`config.mk`:
```
export PLATFORM = sky130hd
export DESIGN_NAME = relay_self_supervision
export DESIGN_NICKNAME = d
export VERILOG_FILES = /design/src/rtl/supervision_pkg.sv /design/src/rtl/sup_timer.sv /design/src/rtl/relay_self_supervision.sv
export SDC_FILE = /design/constraint.sdc
export NUM_CORES = 1
export LEC_CHECK = 0
export ABC_AREA = 1
export BUFFER_PORTS_ARGS = -buffer_cell sky130_fd_sc_hd__buf_2
export CORE_ASPECT_RATIO = 1.25
export CORE_MARGIN = 2
export CORE_UTILIZATION = 35
export CTS_CLUSTER_DIAMETER = 40
export CTS_CLUSTER_SIZE = 25
export DETAILED_ROUTE_END_ITERATION = 12
export PLACE_DENSITY = 0.63
export RECOVER_POWER = 25
export SLEW_MARGIN = 10
export SYNTH_ARGS = -nofsm -noshare
export SYNTH_HDL_FRONTEND = slang
export SYNTH_SLANG_ARGS = --single-unit
```
`constraint.sdc`:
```
create_clock -name i_clk -period 1.9 [get_ports i_clk]
set_input_delay 0.095 -clock i_clk [delete_from_list [all_inputs] [get_ports i_clk]]
set_output_delay 0.095 -clock i_clk [all_outputs]
set_load 0.01 [all_outputs]
```
`src/rtl/supervision_pkg.sv`:
```
// Constants and types shared by the relay self-supervision design
package supervision_pkg;

   // ------------------------------------------------------------
   // Timing
   // ------------------------------------------------------------
   localparam int unsigned CLK_HZ = 125_000_000;
   localparam int unsigned WD_TIMEOUT_MS = 100;
   localparam int unsigned BOOT_TIMEOUT_MS = 500;
   localparam int unsigned SELFTEST_PERIOD_MS = 1000;
   localparam int unsigned RESTART_PULSE_US = 10;
   localparam int unsigned WD_TIMEOUT_CYC = WD_TIMEOUT_MS * (CLK_HZ / 1000);
   localparam int unsigned BOOT_TIMEOUT_CYC =
      BOOT_TIMEOUT_MS * (CLK_HZ / 1000);
   localparam int unsigned SELFTEST_PERIOD_CYC =
      SELFTEST_PERIOD_MS * (CLK_HZ / 1000);
   localparam int unsigned RESTART_PULSE_CYC =
      RESTART_PULSE_US * (CLK_HZ / 1_000_000);
   localparam int unsigned CNT_W = 27;

   // ------------------------------------------------------------
   // Diagnostic register map (read select index)
   // ------------------------------------------------------------
   localparam logic [1:0] DIAG_SEL_OUTPUT = 2'h0;
   localparam logic [1:0] DIAG_SEL_SELFTEST = 2'h1;
   localparam logic [1:0] DIAG_SEL_SPARE = 2'h2;
   localparam logic [1:0] DIAG_SEL_HARDWARE = 2'h3;
   localparam int unsigned DIAG_W = 16;
   localparam logic [DIAG_W-1:0] DIAG_RESET = 16'h0000;

   // output_fault_diag fields
   localparam int unsigned OFD_DOUT_LSB = 2;
   localparam int unsigned NUM_DOUT = 7;
   localparam int unsigned OFD_ALARM_BIT = 10;

   // hardware_fault_diag fields
   localparam int unsigned HFD_SUPPLY_BIT = 0;
   localparam int unsigned HFD_BUS_BUF_BIT = 1;
   localparam int unsigned HFD_ORDER_BIT = 2;
   localparam int unsigned HFD_OPTION_BIT = 3;

   // self-test diagnostic field
   localparam int unsigned STD_FAIL_BIT = 0;

   // Matrix alarm vector positions
   localparam int unsigned ALM_REMOTE = 0;
   localparam int unsigned ALM_EXT_IO = 1;
   localparam int unsigned ALM_PORT1 = 2;
   localparam int unsigned ALM_PORT2 = 3;
   localparam int unsigned ALM_DIAG1 = 4;
   localparam int unsigned ALM_DIAG2 = 5;
   localparam int unsigned ALM_DIAG3 = 6;
   localparam int unsigned ALM_PASSWORD = 7;
   localparam int unsigned ALM_W = 8;

   typedef enum logic [2:0] {
      ST_BOOT = 3'b000,
      ST_WAIT = 3'b001,
      ST_RUN = 3'b010,
      ST_RESTART = 3'b011,
      ST_PERM = 3'b100
   } wd_state_t;

endpackage

```
`src/rtl/sup_timer.sv`:
```
// Loadable down counter used for watchdog and self-test timing
`timescale 1ns/10ps
module sup_timer
   import supervision_pkg::*;
(
   input wire logic i_clk,                 // System clock
   input wire logic i_rst_n,               // Async reset, active low
   input wire logic i_load,                // Load the counter
   input wire logic [CNT_W-1:0] i_load_val, // Value to load
   output logic o_zero                     // Counter has reached zero
);

   logic [CNT_W-1:0] cnt_r;
   logic [CNT_W-1:0] cnt_nxt;

   always_comb begin
      cnt_nxt = cnt_r;
      if (i_load) begin
         cnt_nxt = i_load_val;
      end else if (cnt_r != '0) begin
         cnt_nxt = cnt_r - 1'b1;
      end
   end

   always_ff @(posedge i_clk or negedge i_rst_n) begin
      if (!i_rst_n) begin
         cnt_r <= '0;
      end else begin
         cnt_r <= cnt_nxt;
      end
   end

   // Zero flag looks at the count only, so a load fed back from it
   // cannot form a combinational loop
   assign o_zero = (cnt_r == '0);

endmodule

```
`src/rtl/relay_self_supervision.sv`:
```
// Relay self-supervision: watchdog, fault latching and output blocking
//
// What this block does
// Watch processor independently, restart it when stalled
// Failed restart raises permanent fault indication
// Permanent fault blocks other digital outputs
// Supply out of range is a fault
// Device-fail output energised while healthy
// Permanent fault de-energises device-fail output
// Service indicator follows device-fail fault exactly
// Provide routable matrix alarm signals
// Self-test at boot and periodically after
// Unhandled main functions enter permanent state
// Temporary fault sets signal, on/off events
// Latched diagnostics clear only by panel reset
// Four 16-bit readable diagnostic registers
// Output register: output faults 2-8, alarm 10
// Hardware register: supply, buffer, order, option
// Fault code travels with events and panel
// Unassigned bits read zero, no writes
// Processor must kick watchdog within timeout
`timescale 1ns/10ps
module relay_self_supervision
   import supervision_pkg::*;
#(
   parameter int unsigned WD_CYC = WD_TIMEOUT_CYC,
   parameter int unsigned BOOT_CYC = BOOT_TIMEOUT_CYC,
   parameter int unsigned SELFTEST_CYC = SELFTEST_PERIOD_CYC
) (
   input wire logic i_clk,                   // System clock, 125 MHz
   input wire logic i_rst_n,                 // Power-on reset, active low
   input wire logic i_wd_kick,               // Processor service pulse
   input wire logic i_supply_fault,          // Rail monitor pin, async
   input wire logic [NUM_DOUT-1:0] i_dout_fault, // Output fault pins, async
   input wire logic i_alarm_out_fault,       // Alarm output fault pin, async
   input wire logic i_bus_buffer_error,      // Bus buffer error
   input wire logic i_order_code_error,      // Order code mismatch
   input wire logic i_option_card_error,     // Option card error
   input wire logic i_selftest_fail,         // Self-test reported failure
   input wire logic i_main_func_lost,        // Main functions not handled
   input wire logic [NUM_DOUT-1:0] i_dout_cmd, // Digital output commands
   input wire logic i_diag_reset,            // Front-panel diag reset pulse
   input wire logic i_remote_comm_inactive,  // Remote comm inactive
   input wire logic i_ext_io_inactive,       // Extension I/O comm inactive
   input wire logic i_port1_down,            // Comm port one down
   input wire logic i_port2_down,            // Comm port two down
   input wire logic i_password_open,         // Password open
   input wire logic [1:0] i_diag_sel,        // Diagnostic register select
   output logic [DIAG_W-1:0] o_diag_data,    // Selected diagnostic register
   output logic [NUM_DOUT-1:0] o_dout,       // Gated digital outputs
   output logic o_proc_reset,                // Processor restart, active high
   output logic o_device_fail_output,        // High = relay energised
   output logic o_service_led,               // Service indicator on
   output logic o_display_fault_req,         // Local display fault message
   output logic o_temp_fault,                // Self-diagnostic matrix signal
   output logic o_temporary_fault_on_event,  // Fault-on event pulse
   output logic o_temporary_fault_off_event, // Fault-off event pulse
   output logic [2*DIAG_W-1:0] o_event_code, // Hardware and output codes
   output logic o_selftest_req,              // Self-test request pulse
   output logic [ALM_W-1:0] o_alarm          // Matrix alarm signals
);

   // ------------------------------------------------------------
   // Pin synchronisers
   // ------------------------------------------------------------
   localparam int unsigned PIN_W = NUM_DOUT + 2;
   logic [PIN_W-1:0] pin_meta_r;
   logic [PIN_W-1:0] pin_sync_r;

   always_ff @(posedge i_clk or negedge i_rst_n) begin
      if (!i_rst_n) begin
         pin_meta_r <= '0;
         pin_sync_r <= '0;
      end else begin
         pin_meta_r <= {i_supply_fault, i_alarm_out_fault, i_dout_fault};
         pin_sync_r <= pin_meta_r;
      end
   end

   logic supply_fault_s;
   logic alarm_fault_s;
   logic [NUM_DOUT-1:0] dout_fault_s;
   assign {supply_fault_s, alarm_fault_s, dout_fault_s} = pin_sync_r;

   // ------------------------------------------------------------
   // Watchdog state machine
   // ------------------------------------------------------------
   wd_state_t state_r;
   wd_state_t state_nxt;
   logic wd_load;
   logic [CNT_W-1:0] wd_load_val;
   logic wd_zero;
   logic restarted_r;
   logic restarted_nxt;

   sup_timer u_wd_timer (
      .i_clk(i_clk),
      .i_rst_n(i_rst_n),
      .i_load(wd_load),
      .i_load_val(wd_load_val),
      .o_zero(wd_zero)
   );

   always_comb begin
      state_nxt = state_r;
      wd_load = 1'b0;
      wd_load_val = CNT_W'(WD_CYC);
      restarted_nxt = restarted_r;
      case (state_r)
         ST_BOOT: begin
            wd_load = 1'b1;
            wd_load_val = CNT_W'(BOOT_CYC);
            state_nxt = ST_WAIT;
         end
         ST_WAIT: begin
            if (i_main_func_lost) begin
               state_nxt = ST_PERM;
            end else if (i_wd_kick) begin
               wd_load = 1'b1;
               state_nxt = ST_RUN;
            end else if (wd_zero) begin
               if (restarted_r) begin
                  state_nxt = ST_PERM;
               end else begin
                  wd_load = 1'b1;
                  wd_load_val = CNT_W'(RESTART_PULSE_CYC);
                  state_nxt = ST_RESTART;
               end
            end
         end
         ST_RUN: begin
            if (i_main_func_lost) begin
               state_nxt = ST_PERM;
            end else if (i_wd_kick) begin
               wd_load = 1'b1;
               restarted_nxt = 1'b0;
            end else if (wd_zero) begin
               wd_load = 1'b1;
               wd_load_val = CNT_W'(RESTART_PULSE_CYC);
               state_nxt = ST_RESTART;
            end
         end
         ST_RESTART: begin
            if (wd_zero) begin
               wd_load = 1'b1;
               wd_load_val = CNT_W'(BOOT_CYC);
               restarted_nxt = 1'b1;
               state_nxt = ST_WAIT;
            end
         end
         ST_PERM: begin
            state_nxt = ST_PERM;
         end
         default: begin
            state_nxt = ST_PERM;
         end
      endcase
   end

   always_ff @(posedge i_clk or negedge i_rst_n) begin
      if (!i_rst_n) begin
         state_r <= ST_BOOT;
         restarted_r <= 1'b0;
      end else begin
         state_r <= state_nxt;
         restarted_r <= restarted_nxt;
      end
   end

   // ------------------------------------------------------------
   // Self-test scheduling
   // ------------------------------------------------------------
   logic st_zero;
   logic st_load;
   logic st_req_r;
   logic st_req_nxt;

   sup_timer u_selftest_timer (
      .i_clk(i_clk),
      .i_rst_n(i_rst_n),
      .i_load(st_load),
      .i_load_val(CNT_W'(SELFTEST_CYC)),
      .o_zero(st_zero)
   );

   always_comb begin
      st_load = (state_r == ST_BOOT) || st_zero;
      st_req_nxt = st_load && (state_r != ST_PERM);
   end

   always_ff @(posedge i_clk or negedge i_rst_n) begin
      if (!i_rst_n) begin
         st_req_r <= 1'b0;
      end else begin
         st_req_r <= st_req_nxt;
      end
   end

   // ------------------------------------------------------------
   // Diagnostic latches and events
   // ------------------------------------------------------------
   logic [DIAG_W-1:0] ofd_live;
   logic [DIAG_W-1:0] hfd_live;
   logic [DIAG_W-1:0] std_live;
   logic [DIAG_W-1:0] ofd_r;
   logic [DIAG_W-1:0] ofd_nxt;
   logic [DIAG_W-1:0] hfd_r;
   logic [DIAG_W-1:0] hfd_nxt;
   logic [DIAG_W-1:0] std_r;
   logic [DIAG_W-1:0] std_nxt;
   logic live_r;
   logic live_nxt;
   logic on_ev_r;
   logic on_ev_nxt;
   logic off_ev_r;
   logic off_ev_nxt;
   logic [2*DIAG_W-1:0] code_r;
   logic [2*DIAG_W-1:0] code_nxt;

   always_comb begin
      ofd_live = '0;
      ofd_live[OFD_DOUT_LSB +: NUM_DOUT] = dout_fault_s;
      ofd_live[OFD_ALARM_BIT] = alarm_fault_s;
      hfd_live = '0;
      hfd_live[HFD_SUPPLY_BIT] = supply_fault_s;
      hfd_live[HFD_BUS_BUF_BIT] = i_bus_buffer_error;
      hfd_live[HFD_ORDER_BIT] = i_order_code_error;
      hfd_live[HFD_OPTION_BIT] = i_option_card_error;
      std_live = '0;
      std_live[STD_FAIL_BIT] = i_selftest_fail;
      // Reset clears, but a fault present in that cycle stays set
      ofd_nxt = (i_diag_reset ? DIAG_RESET : ofd_r) | ofd_live;
      hfd_nxt = (i_diag_reset ? DIAG_RESET : hfd_r) | hfd_live;
      std_nxt = (i_diag_reset ? DIAG_RESET : std_r) | std_live;
      live_nxt = |{ofd_live, hfd_live, std_live};
      on_ev_nxt = live_nxt && !live_r;
      off_ev_nxt = !live_nxt && live_r;
      code_nxt = code_r;
      if (on_ev_nxt || off_ev_nxt) begin
         code_nxt = {hfd_nxt, ofd_nxt};
      end
   end

   always_ff @(posedge i_clk or negedge i_rst_n) begin
      if (!i_rst_n) begin
         ofd_r <= DIAG_RESET;
         hfd_r <= DIAG_RESET;
         std_r <= DIAG_RESET;
         live_r <= 1'b0;
         on_ev_r <= 1'b0;
         off_ev_r <= 1'b0;
         code_r <= '0;
      end else begin
         ofd_r <= ofd_nxt;
         hfd_r <= hfd_nxt;
         std_r <= std_nxt;
         live_r <= live_nxt;
         on_ev_r <= on_ev_nxt;
         off_ev_r <= off_ev_nxt;
         code_r <= code_nxt;
      end
   end

   // ------------------------------------------------------------
   // Outputs: blocking, device-fail, alarms, register read
   // ------------------------------------------------------------
   logic perm_r;
   logic perm_nxt;
   logic [NUM_DOUT-1:0] dout_r;
   logic [NUM_DOUT-1:0] dout_nxt;
   logic [ALM_W-1:0] alarm_r;
   logic [ALM_W-1:0] alarm_nxt;
   logic [DIAG_W-1:0] rd_r;
   logic [DIAG_W-1:0] rd_nxt;

   always_comb begin
      perm_nxt = (state_nxt == ST_PERM);
      dout_nxt = perm_nxt ? '0 : i_dout_cmd;
      alarm_nxt = '0;
      alarm_nxt[ALM_REMOTE] = i_remote_comm_inactive;
      alarm_nxt[ALM_EXT_IO] = i_ext_io_inactive;
      alarm_nxt[ALM_PORT1] = i_port1_down;
      alarm_nxt[ALM_PORT2] = i_port2_down;
      alarm_nxt[ALM_DIAG1] = |ofd_r;
      alarm_nxt[ALM_DIAG2] = |std_r;
      alarm_nxt[ALM_DIAG3] = |hfd_r;
      alarm_nxt[ALM_PASSWORD] = i_password_open;
      case (i_diag_sel)
         DIAG_SEL_OUTPUT: rd_nxt = ofd_r;
         DIAG_SEL_SELFTEST: rd_nxt = std_r;
         DIAG_SEL_HARDWARE: rd_nxt = hfd_r;
         default: rd_nxt = '0;
      endcase
   end

   always_ff @(posedge i_clk or negedge i_rst_n) begin
      if (!i_rst_n) begin
         perm_r <= 1'b0;
         dout_r <= '0;
         alarm_r <= '0;
         rd_r <= DIAG_RESET;
      end else begin
         perm_r <= perm_nxt;
         dout_r <= dout_nxt;
         alarm_r <= alarm_nxt;
         rd_r <= rd_nxt;
      end
   end

   assign o_dout = dout_r;
   assign o_proc_reset = (state_r == ST_RESTART);
   assign o_device_fail_output = !perm_r;
   assign o_service_led = perm_r;
   assign o_display_fault_req = perm_r;
   assign o_temp_fault = |{ofd_r, hfd_r, std_r};
   assign o_temporary_fault_on_event = on_ev_r;
   assign o_temporary_fault_off_event = off_ev_r;
   assign o_event_code = code_r;
   assign o_selftest_req = st_req_r;
   assign o_alarm = alarm_r;
   assign o_diag_data = rd_r;

endmodule

```
**Yosys cells after proc, flatten, opt, wreduce, memory -nomap -nowiden**

Cells that the tools add are included.

- Add/subtract/negate cells: 2
- Multiply operators: 0
- Divide/modulo/power cells: 0
- Magnitude comparators: 0
- Equality and inequality tests: 10
- Shift-type cells: 0
- Mux-type cells: 39
- Bitwise logic cells: 3
- Reductions and logical operators: 23

Operators by type and width:

| cell | number |
|---|---|
| 24-bit 2-to-1 mux | 7 |
| 27-bit 2-to-1 mux | 4 |
| 26-bit one-hot mux with 4 select lines | 1 |
| 27-bit zero test | 2 |
| 27-bit nonzero test | 2 |
| 27-bit by 1-bit subtractor with 27-bit output, second input constant | 2 |
| 16-bit 2-to-1 mux | 3 |
| 16-bit one-hot mux with 3 select lines | 1 |
| 16-bit OR reduction | 3 |
| 48-bit OR reduction | 1 |
| 26-bit 2-to-1 mux | 1 |
| 3-bit 2-to-1 mux | 8 |
| 16-bit by 1-bit bitwise OR with 16-bit output | 1 |
| 16-bit by 11-bit bitwise OR with 16-bit output | 1 |
| 16-bit by 4-bit bitwise OR with 16-bit output | 1 |
| 13-bit OR reduction | 1 |
| 3-bit one-hot mux with 4 select lines | 1 |
| 1-bit 2-to-1 mux | 10 |
| 7-bit 2-to-1 mux | 1 |
| 3-bit by 2-bit equality test with 1-bit output, second input constant | 2 |
| 2-bit nonzero test | 3 |
| 2-bit != test, second input constant | 2 |
| 1-bit one-hot mux with 4 select lines | 1 |
| 4-bit AND reduction | 1 |
| 12 further kinds | 17 |

- Register bits after elaboration: 192
- Latch bits: 0
- Memory bits (writable): 0
- Memory bits (read-only): 0
- Bits of input ports: 32
- Output and inout port bits: 71
- Word-level logic and storage cells: 95
- Memories kept: 0

**Logic depth before layout (Yosys ltp)**

Gate-level depths: netlist (run 1).

- Depth after elaboration: 7
- Mapped depth: 13
- Gate-level depth less buffers: 12

**Cells and area by module**

A second synthesis (run 1) with hierarchy kept.

- Cell total of the unflattened synthesis: 1020
- Area total of the unflattened synthesis: 8154.1 um^2

By module, submodules not included:

| module | times used | cells each | area each (um^2) |
|---|---|---|---|
| relay_self_supervision | 1 | 437 | 4455.5 |
| sup_timer (u_selftest_timer) | 1 | 294 | 1855.5 |
| sup_timer (u_wd_timer) | 1 | 289 | 1843.0 |

**Worst setup path before layout (run 1)**

No wires, ideal clock.

- Path kind: register to register
- Start: reg pin_sync_r[6]
- End: reg code_r[0], in the netlist o_event_code[0]
- Setup time: 0.066 ns
- Arrival time: 1.908 ns
- Data required time: 1.834 ns
- Path slack: -0.073 ns
- Stages on the path, launching flop included: 11
- Buffers on the path: 2
- Period minus slack after synthesis: 1.973 ns
- Cells stage by stage: dfrtp_1 -> nor4_1 -> nand2_1 -> nor4_1 -> inv_1 -> ha_1 -> clkbuf_1 -> inv_1 -> clkbuf_1 -> nand2_1 -> nand2_1

- Cells in the longest elaborated chain, start to end: 4
- Elaborated cells on any way between the ends: 5

RTL lines:

| element | RTL line | text |
|---|---|---|
| from (decl) | relay_self_supervision.sv:68 | `logic [PIN_W-1:0] pin_sync_r;` |
| from (signal assigned) | relay_self_supervision.sv:76 | `pin_sync_r <= pin_meta_r;` |
| 13-bit OR reduction * | relay_self_supervision.sv:235 | `live_nxt = \|{ofd_live, hfd_live, std_live};` |
| via live_nxt | relay_self_supervision.sv:212 | `logic live_nxt;` |
| 1-bit zero test | relay_self_supervision.sv:237 | `off_ev_nxt = !live_nxt && live_r;` |
| 1-bit logical AND | relay_self_supervision.sv:237 |  |
| 1-bit logical OR * | relay_self_supervision.sv:239 | `if (on_ev_nxt \|\| off_ev_nxt) begin` |
| to (signal assigned) | relay_self_supervision.sv:260 | `code_r <= code_nxt;` |
| to (decl) | relay_self_supervision.sv:217 | `logic [2*DIAG_W-1:0] code_r;` |

The timed path passes the listed nets; every way through them passes the cells marked *.
A chain may end at the register's enable or synchronous reset.

**Final worst setup path (run 1)**

- Start: reg hfd_r[15]
- End: out o_temp_fault

- Cells in the longest elaborated chain, start to end: 1

RTL lines:

| element | RTL line | text |
|---|---|---|
| from (decl) | relay_self_supervision.sv:207 | `logic [DIAG_W-1:0] hfd_r;` |
| from (signal assigned) | relay_self_supervision.sv:255 | `hfd_r <= hfd_nxt;` |
| 48-bit OR reduction | relay_self_supervision.sv:315 | `assign o_temp_fault = \|{ofd_r, hfd_r, std_r};` |
| to (decl) | relay_self_supervision.sv:55 | `output logic o_temp_fault,` |

No other way between the ends.

==> results of run 1 <==
final cells by class:
class | instances | area (um2)
tap | 279 | 349
clock inverter | 15 | 219
inverter | 109 | 409
multi-input combinational | 537 | 2830
fill | 2065 | 11600
clock buffer | 17 | 425
sequential | 177 | 4430
timing repair buffer | 177 | 1230
cells by family (layout without fill, tap and decap cells):
logic type / Yosys count / after routing / synth area share
simple gates: 427 / 428 / 0.249
flops: 177 / 177 / 0.580
buf+inv: 131 / 318 / 0.0691
compound gates: 82 / 82 / 0.0682
xor+xnor: 21 / 21 / 0.0241
fa+ha+maj: 6 / 6 / 0.00983
cells in the mapped netlist (9+ instances only):
master / count / area (um2)
nor3_1: 11 / 55.1
clkbuf_1: 13 / 48.8
nand4_1: 31 / 194
nor2_2: 11 / 68.8
nor4_1: 11 / 68.8
dfrtp_1: 177 / 4430
o21ai_0: 19 / 95.1
nor2_1: 121 / 454
nand2_1: 187 / 702
o22ai_1: 15 / 93.8
xnor2_1: 11 / 96.3
o21bai_1: 9 / 67.6
a21oi_1: 17 / 85.1
nand3_1: 29 / 145
inv_1: 107 / 402
xor2_1: 10 / 87.6
where the power goes:
part	switching [mW]	leakage [nW]	internal, mW
clock network	1.82	0.308	1.84
registers	0.154	2.19	3.92
logic	0.395	2.48	0.285
path summary, 6_finish.rpt:
path,slack (ns),to,startpoint,cells past startpoint
max,0.04,o_temp_fault,hfd_r[15],4
min,0.05,o_diag_data[0],i_diag_sel[1],3
max reg2reg,0.11,u_wd_timer.cnt_r[1],u_wd_timer.cnt_r[7],11
min reg2reg,0.35,pin_sync_r[0],pin_meta_r[0],0
max in group asynchronous,0.31,ofd_r[4],i_rst_n,3
min in group asynchronous,0.57,o_event_code[25],i_rst_n,2
state kept, by name, indices dropped and copies added, names as in the netlist, 3 cells and up:
| register | cells |
|---|---|
| pin_meta_r | 9 |
| o_event_code | 32 |
| u_wd_timer.cnt_r | 27 |
| o_dout | 7 |
| o_diag_data | 16 |
| o_alarm | 8 |
| state_r | 3 |
| u_selftest_timer.cnt_r | 27 |
| hfd_r | 16 |
| ofd_r | 16 |
| pin_sync_r | 9 |
critical path: stages (launching register included):
cell	delay, ns
dfrtp_1	0.39
nor4_1	0.47
and3_1	0.26
nand2_1	0.06
buf_2	0.13
metal layers:
metal | vias to the layer above | GRT usage | share of wire
li1 | 3050 | - | -
met1 | 2910 | 0.199 | 0.44
met2 | 169 | 0.281 | 0.50
met3 | 27 | 0.0314 | 0.044
met4 | 0 | 0.0584 | 0.019
met5 | - | 0 | 0
metrics by stage:
stage / setup WS, ns / hold slack, ns / cell area, um2 / utilization / power, mW
after global routing: -0.0430 / 0.0496 / 9890 / 0.461 / 8.78
after global placement: 0.0760 / 0.109 / 8760 / 0.408 / 4.74
after floorplan: 0.0294 / -0.201 / 7650 / - / 4.45
after CTS: 0.0120 / 0.0267 / 9710 / 0.452 / 8.47
final: 0.0443 / 0.0470 / 9890 / 0.461 / 8.42
after detailed placement: -0.0175 / 0.117 / 8760 / 0.408 / 4.74
repair_timing:
item / in CTS / in global routing
endpoints found under the setup margin: 33 / 73
cloned: 0 / 1
endpoints found under the hold margin: 80 / 0
hold buffers: 28 / 0
gates resized for setup: 2 / 34
pin swaps: 0 / 9
setup buffers: 1 / 7
==> summary.txt, run 1 <==
GRT
  • Via count of the first global-routing pass: 6,011
  • Initial antenna violation count: 0
  • Global-route wire length before repair: 29,200 um
  • GRT Overall Usage: 0.162
  • Largest net degree at the start of global routing: 59
  • Remaining Overflow, GRT: 0

Synthesis
  • Post-synthesis sequential area ratio: 0.580
  • Most common flop cell mapped by yosys: dfrtp_1
  • Avg Inst Size Synth: 9.05 um2
  • Number of synthesis warnings: 0
  • Fraction of synthesis flops using an asynchronous set or reset pin: 1.00
  • Number of synthesized register bits: 177
  • Number of enable-type register cells in the synthesized netlist: 0
  • Mapped cell area: 0.00764 mm2
  • Net Count, Synth: 882
  • Syn Inst Count: 844
  • Post-synth cell types: 42

Clock network
  • CTS H-tree lvls: 4
  • Number of sinks handled by clock tree synthesis: 177
  • TritonCTS clock tree: built
  • Total CTS buffers: 17
  • Max Root-Sink Buffers: 2
  • Clock input transition at the sequential cells of the worst setup and hold paths: 0.08 ns
  • Latest clock arrival within the worst-skew pair: 0.44 ns
  • Clock Tree Root: clkbuf_16

Timing
  • Final count of hold timing violations: 0
  • Unrepaired setup endpoints after global routing: yes
  • Total negative setup slack: 0 ns
  • Setup skew after layout: 0.0110 ns
  • Rel. slew slack: -0.0430
  • Upper clock frequency limit: 539 MHz
  • Final number of max-transition violations: 56
  • Total of endpoints with negative setup slack in the final report: 0
  • Period utilisation layout: 0.977
  • Actual slew at the worst max-slew pin: 1.56 ns
  • Shortest clock period the worst path allows after layout: 1.86 ns

Drt
  • Number of detailed-route iterations in the first pass: 5
  • Initial drt markers: 338
  • Via/cell ratio: 4.70
  • Post-detailed-routing wire length: 18,200 um
  • Average wire length per cell after detail routing: 13.9 um
  • Remaining design rule violation count: 0
  • Post-DRT Antenna Nets: 0
  • Vias: 6,156

Worst setup path
  • Startpoint types: flop
  • CP Max Fanout: 2
  • Category of the critical setup timing path: reg -> out
  • Data arrival, critical path: 1.76 ns
  • Worst setup EP type: primary output
  • Required time of the worst setup path: 1.80 ns

Place
  • Placed cell count: 1,242
  • Final weighted congestion in routability-driven placement: 0.860
  • Quantity of I/O buffers inserted on ports: 102
  • Placed wire-length estimate after detailed placement: 13,000 um

Layout
  • Final net count: 1,057
  • Relative area change from synthesis to final layout: 29.5%
  • Most common cell after layout, fill and taps aside: nand2_1
  • Most frequent cells in the layout: nand2_1, dfrtp_1, nor2_1, inv_1, buf_2
  • Fraction of layout cells with a size suffix above 1: 0.238
  • Number of diodes added for antenna fixing: 0
  • Fin cells: 1,311

Power and ir drop
  • Power per Cell Area: 852 mW/mm2
  • VDD IR max: 0.631 mV
  • Leak: 4.98 nW

Status
  • Violations in the final reports: capacitance limit, slew limit
  • Outcome: complete, but fails checks

Floorplan
  • Initial core utilization: 0.356
  • Core box area: 0.0215 mm2
  • Die outline area: 0.0230 mm2
  • Die H: 169 um
  • IO Count: 103
  • Number of rows in the core area: 60
  • Chip width: 136 um

Run
  • Maxcap violations: 1

Min path
  • Type of the tightest min-delay check: in -> reg
Note: power is estimated with default switching activity, not from simulation.
==> run 2: changes to the inputs <==
--- a/config.mk
+++ b/config.mk
@@ -10,10 +10,11 @@
 export CORE_ASPECT_RATIO = 1.25
 export CORE_MARGIN = 2
 export CORE_UTILIZATION = 35
+export CTS_BUF_LIST = sky130_fd_sc_hd__clkbuf_4 sky130_fd_sc_hd__clkbuf_8
 export CTS_CLUSTER_DIAMETER = 40
 export CTS_CLUSTER_SIZE = 25
 export DETAILED_ROUTE_END_ITERATION = 12
-export PLACE_DENSITY = 0.63
+export PLACE_DENSITY = 0.52
 export RECOVER_POWER = 25
 export SLEW_MARGIN = 10
 export SYNTH_ARGS = -nofsm -noshare
==> summary.txt, run 2 (synthesis results as in run 1) <==
Timing
  • Period utilisation layout: 0.953
  • Final number of max-transition violations: 0
  • Hold Slack: 0.0808 ns
  • Unrepaired setup endpoints after global routing: yes
  • Upper clock frequency limit: 552 MHz
  • Actual slew at the worst max-slew pin: 1.03 ns
  • Shortest clock period the worst path allows after layout: 1.81 ns
  • Total of endpoints with negative setup slack in the final report: 0
  • Final count of hold timing violations: 0
  • Rel. slew slack: 0.311
  • Setup skew after layout: 0.0197 ns

Drt
  • Post-DRT Antenna Nets: 0
  • Average wire length per cell after detail routing: 14.2 um
  • Number of detailed-route iterations in the first pass: 6
  • Via/cell ratio: 4.55
  • Initial drt markers: 253
  • Remaining design rule violation count: 0
  • Post-detailed-routing wire length: 19,200 um
  • Vias: 6,147

Layout
  • Relative area change from synthesis to final layout: 30.9%
  • Max reg flops: 32
  • Number of diodes added for antenna fixing: 0
  • Most common cell after layout, fill and taps aside: nand2_1
  • Final net count: 1,098
  • Fraction of layout cells with a size suffix above 1: 0.272
  • Most frequent cells in the layout: nand2_1, dfrtp_1, nor2_1, inv_1, buf_2
  • Final standard cell utilization of the core: 0.466

GRT
  • Via count of the first global-routing pass: 6,533
  • Remaining Overflow, GRT: 0
  • Initial antenna violation count: 0
  • Largest net degree at the start of global routing: 67
  • Global-route wire length before repair: 32,000 um
  • GRT Overall Usage: 0.177

Min path
  • Worst Min Path Start: i_main_func_lost
  • Type of the tightest min-delay check: in -> reg

Worst setup path
  • Startpoint types: flop
  • Data arrival, critical path: 1.72 ns
  • Required time of the worst setup path: 1.80 ns
  • CP startpoint: ofd_r[9]
  • Category of the critical setup timing path: reg -> out
  • Worst path cell trace: nor4_4 -> nand4_1 -> nor2_1 -> nand2_1 -> buf_2
  • Worst reg2reg path startpoint: pin_sync_r[6]
  • Peak per-stage delay on the critical path: 0.42 ns
  • Worst setup EP type: primary output
  • CP max-delay cell: dfrtp_1
  • CP Max Fanout: 2

Clock network
  • CTS H-tree lvls: 4
  • Total CTS buffers: 17
  • Max Root-Sink Buffers: 2
  • Latest clock arrival within the worst-skew pair: 0.46 ns
  • Clock Tree Root: clkbuf_8
  • TritonCTS clock tree: built
  • Clock input transition at the sequential cells of the worst setup and hold paths: 0.10 ns
  • Number of sinks handled by clock tree synthesis: 177

Place
  • Final weighted congestion in routability-driven placement: 0.799
  • Quantity of I/O buffers inserted on ports: 102
  • Placed wire-length estimate after detailed placement: 14,000 um

Floorplan
  • Chip width: 136 um
  • IO Count: 103
  • Number of rows in the core area: 60
  • Initial core utilization: 0.356
  • Die H: 169 um
  • Die outline area: 0.0230 mm2
  • Core box area: 0.0215 mm2

Power and ir drop
  • Power per Cell Area: 747 mW/mm2
  • VDD IR max: 0.455 mV
  • Leak: 5.04 nW

Status
  • Outcome: complete, no violations

Run
  • Maxcap violations: 0
## run 2: final timing paths
check | cells past startpoint | endpoint | slack [ns]
max | 5 | o_temp_fault | 0.09
min | 3 | o_display_fault_req | 0.08
max reg2reg | 9 | o_event_code[17] | 0.11
min reg2reg | 0 | pin_sync_r[2] | 0.36
max in group asynchronous | 3 | pin_sync_r[7] | 0.45
min in group asynchronous | 2 | o_alarm[7] | 0.33
## run 2: metal layers
metal / track usage / share of wire / wire [um]
met4: 0.0697 / 0.025 / 476
met1: 0.216 / 0.43 / 8260
met3: 0.0254 / 0.034 / 660
met5: 0 / 0 / 0
met2: 0.312 / 0.51 / 9820
## run 2: area by class of cell
type	count	area [um2]
sequential	177	4430
tap	279	349
clock buffer	18	241
clock inverter	14	165
inverter	109	414
multi-input combinational	536	2850
fill	2133	11500
timing repair buffer	219	1540
## run 2: timing repair
| action | CTS | global route |
|---|---|---|
| endpoints found under the setup margin | 12 | 85 |
| resized for setup | 5 | 38 |
| gates cloned | 0 | 1 |
| hold endpoints to repair | 209 | 0 |
| pin swaps | 0 | 11 |
| buffers inserted | 0 | 3 |
| hold buffers | 29 | 0 |
## run 2: critical path: cells and delay by family, from the launching register on
family,cells,cell delay (ns)
buf+inv,1,0.13
flops,1,0.42
simple gates,4,0.72
## run 2: power by group
part / switching [mW] / leakage [nW] / total, mW / internal (mW)
Clock: 1.58 / 0.206 / 2.60 / 1.02
Sequential: 0.145 / 2.19 / 4.07 / 3.92
Combinational: 0.431 / 2.65 / 0.797 / 0.366
## run 2: per-stage QoR
step                 TNS, ns  total power, mW  instances  setup slack (ns)  instance area [um2]
CTS                        0             7.53       1348           0.00341                 9820
finish                     0             7.47       1352            0.0888                 9990
global placement    -0.00736             4.84       1287          -0.00736                 9090
global route          -0.126             7.87       1352           -0.0733                 9990
floorplan                  0             4.45        844            0.0294                 7650
detailed placement   -0.0233             4.84       1287           -0.0141                 9090
==> run 3: changes to the inputs <==
--- a/config.mk
+++ b/config.mk
@@ -16,7 +16,6 @@
 export DETAILED_ROUTE_END_ITERATION = 12
 export PLACE_DENSITY = 0.52
 export RECOVER_POWER = 25
-export SLEW_MARGIN = 10
 export SYNTH_ARGS = -nofsm -noshare
 export SYNTH_HDL_FRONTEND = slang
 export SYNTH_SLANG_ARGS = --single-unit
==> constraint.sdc (replaced) <==
create_clock -name i_clk -period 1.9 [get_ports i_clk]
set_input_delay 0 -clock i_clk [delete_from_list [all_inputs] [get_ports i_clk]]
set_output_delay 0 -clock i_clk [all_outputs]
set_load 0.01 [all_outputs]
==> summary.txt, run 3 (synthesis results as in run 1) <==
Clock network
  • Clock Tree Root: clkbuf_8
  • Total CTS buffers: 17
  • Number of sinks handled by clock tree synthesis: 177
  • Max Root-Sink Buffers: 2
  • Latest clock arrival within the worst-skew pair: 0.48 ns
  • CTS H-tree lvls: 4
  • Clock input transition at the sequential cells of the worst setup and hold paths: 0.12 ns
  • TritonCTS clock tree: built

GRT
  • Global-route wire length before repair: 32,500 um
  • Remaining Overflow, GRT: 0
  • Via count of the first global-routing pass: 6,470
  • Initial antenna violation count: 0
  • Largest net degree at the start of global routing: 62
  • GRT Overall Usage: 0.181

Layout
  • Number of diodes added for antenna fixing: 0
  • Relative area change from synthesis to final layout: 29.8%
  • Most common cell after layout, fill and taps aside: nand2_1
  • Final net count: 1,091
  • Most frequent cells in the layout: nand2_1, dfrtp_1, nor2_1, inv_1, buf_2
  • Footprint of the multi-input gates: 0.00284 mm2
  • Max reg flops: 32
  • Fin cells: 1,345
  • Final standard cell utilization of the core: 0.462
  • Fraction of layout cells with a size suffix above 1: 0.267
  • Fillers: 2,151
  • Sequential cell area: 0.00443 mm2

Worst setup path
  • Category of the critical setup timing path: reg -> reg
  • Reg-to-reg setup timing slack: 0.09 ns
  • Worst reg2reg path startpoint: pin_sync_r[6]
  • End of the worst register-to-register path: o_event_code[3]
  • Data arrival, critical path: 2.18 ns
  • CP Max Fanout: 16
  • Peak per-stage delay on the critical path: 0.39 ns
  • Worst Reg2Reg Path Length in Cells: 9
  • Startpoint types: flop
  • Required time of the worst setup path: 2.27 ns
  • CP max-delay cell: dfrtp_1
  • CP dominant cell by count: nand2_1
  • Worst path cell trace: nor4_2 -> nand2_1 -> nor4_2 -> inv_1 -> ha_4 -> inv_2 -> clkbuf_16 -> nand2_1 -> nand2_1
  • Worst setup EP type: flop

Floorplan
  • Number of rows in the core area: 60
  • IO Count: 103
  • Die outline area: 0.0230 mm2
  • Chip width: 136 um
  • Die H: 169 um
  • Core box area: 0.0215 mm2
  • Initial core utilization: 0.356

Drt
  • Number of detailed-route iterations in the first pass: 4
  • Via/cell ratio: 4.66
  • Average wire length per cell after detail routing: 14.7 um
  • Remaining design rule violation count: 0
  • Post-DRT Antenna Nets: 0
  • Initial drt markers: 298
  • Post-detailed-routing wire length: 19,700 um
  • Vias: 6,267

Timing
  • Upper clock frequency limit: 552 MHz
  • Unrepaired setup endpoints after global routing: yes
  • Final number of max-transition violations: 0
  • Total negative setup slack: 0 ns
  • Setup skew after layout: 0.0198 ns
  • Period utilisation layout: 0.954
  • Actual slew at the worst max-slew pin: 1.38 ns
  • Final count of hold timing violations: 0
  • Total of endpoints with negative setup slack in the final report: 0
  • Rel. slew slack: 0.0800
  • Shortest clock period the worst path allows after layout: 1.81 ns

Place
  • Quantity of I/O buffers inserted on ports: 102
  • Final weighted congestion in routability-driven placement: 0.845
  • Placed wire-length estimate after detailed placement: 14,200 um
  • Placed cell count: 1,278

Min path
  • Worst hold path depth: 3
  • WHS Endpoint: o_diag_data[3]
  • Type of the tightest min-delay check: in -> reg
  • Worst Min Path Start: i_diag_sel[1]

Power and ir drop
  • Total Power Consumption: 7.49 mW
  • Power per Cell Area: 756 mW/mm2
  • VDD IR max: 0.356 mV
  • Leak: 5.02 nW

Status
  • Outcome: complete, no violations

Run
  • Maxcap violations: 0
[run 3: layout make-up]
cell class | count | share of cell area
clock inverters | 14 | 0.0164
inverters | 109 | 0.0413
multi-input cells | 536 | 0.287
repair buffers | 212 | 0.148
clock buffers | 18 | 0.0250
flip-flops and latches | 177 | 0.447
well taps | 279 | 0.0352
[run 3: report_power, final]
| part | leakage [nW] | switching (mW) | internal (mW) |
|---|---|---|---|
| Sequential | 2.19 | 0.151 | 3.92 |
| Combinational | 2.62 | 0.428 | 0.336 |
| Clock | 0.209 | 1.61 | 1.04 |
[run 3: per-stage QoR]
step                setup slack, ns  instance area (um2)  hold WS [ns]
floorplan                    0.0294                 7650        -0.296
global placement             0.0468                 9010       -0.0609
detailed placement           0.0298                 9010       -0.0625
CTS                          0.0213                 9760        0.0573
global route                -0.0309                 9910         0.112
finish                       0.0873                 9910        0.0942
[run 3: worst max-delay path by stage]
stage	startpoint	end	slack [ns]	cells past startpoint
floorplan	pin_sync_r[6]	o_event_code[0]	0.03	10
global placement	u_selftest_timer.cnt_r[0]	u_selftest_timer.cnt_r[20]	0.05	8
detailed placement	u_selftest_timer.cnt_r[1]	u_selftest_timer.cnt_r[20]	0.03	8
CTS	pin_sync_r[6]	o_event_code[13]	0.02	9
global route	pin_sync_r[6]	o_event_code[16]	-0.03	9
finish	pin_sync_r[6]	o_event_code[3]	0.09	9
[run 3: worst max-delay path, delay by kind of cell (launching register included)]
family        cells  cell delay [ns]
fa+ha+maj         1             0.30
buf+inv           3             0.37
flops             1             0.39
simple gates      5             0.65
[run 3: what timing repair did]
item / CTS / global route
pin swaps: 0 / 9
endpoints found under the setup margin: 2 / 77
resized for setup: 3 / 38
buffers inserted: 0 / 3
endpoints found under the hold margin: 212 / 0
cloned: 0 / 1
hold buffers: 31 / 0
[run 3: routing by layer]
| metal | up-vias | track usage | part of all wire |
|---|---|---|---|
| met5 | - | 0 | 0 |
| met4 | 0 | 0.0639 | 0.021 |
| met3 | 31 | 0.0284 | 0.030 |
| met2 | 139 | 0.335 | 0.54 |
| met1 | 2976 | 0.210 | 0.41 |
| li1 | 3121 | - | - |
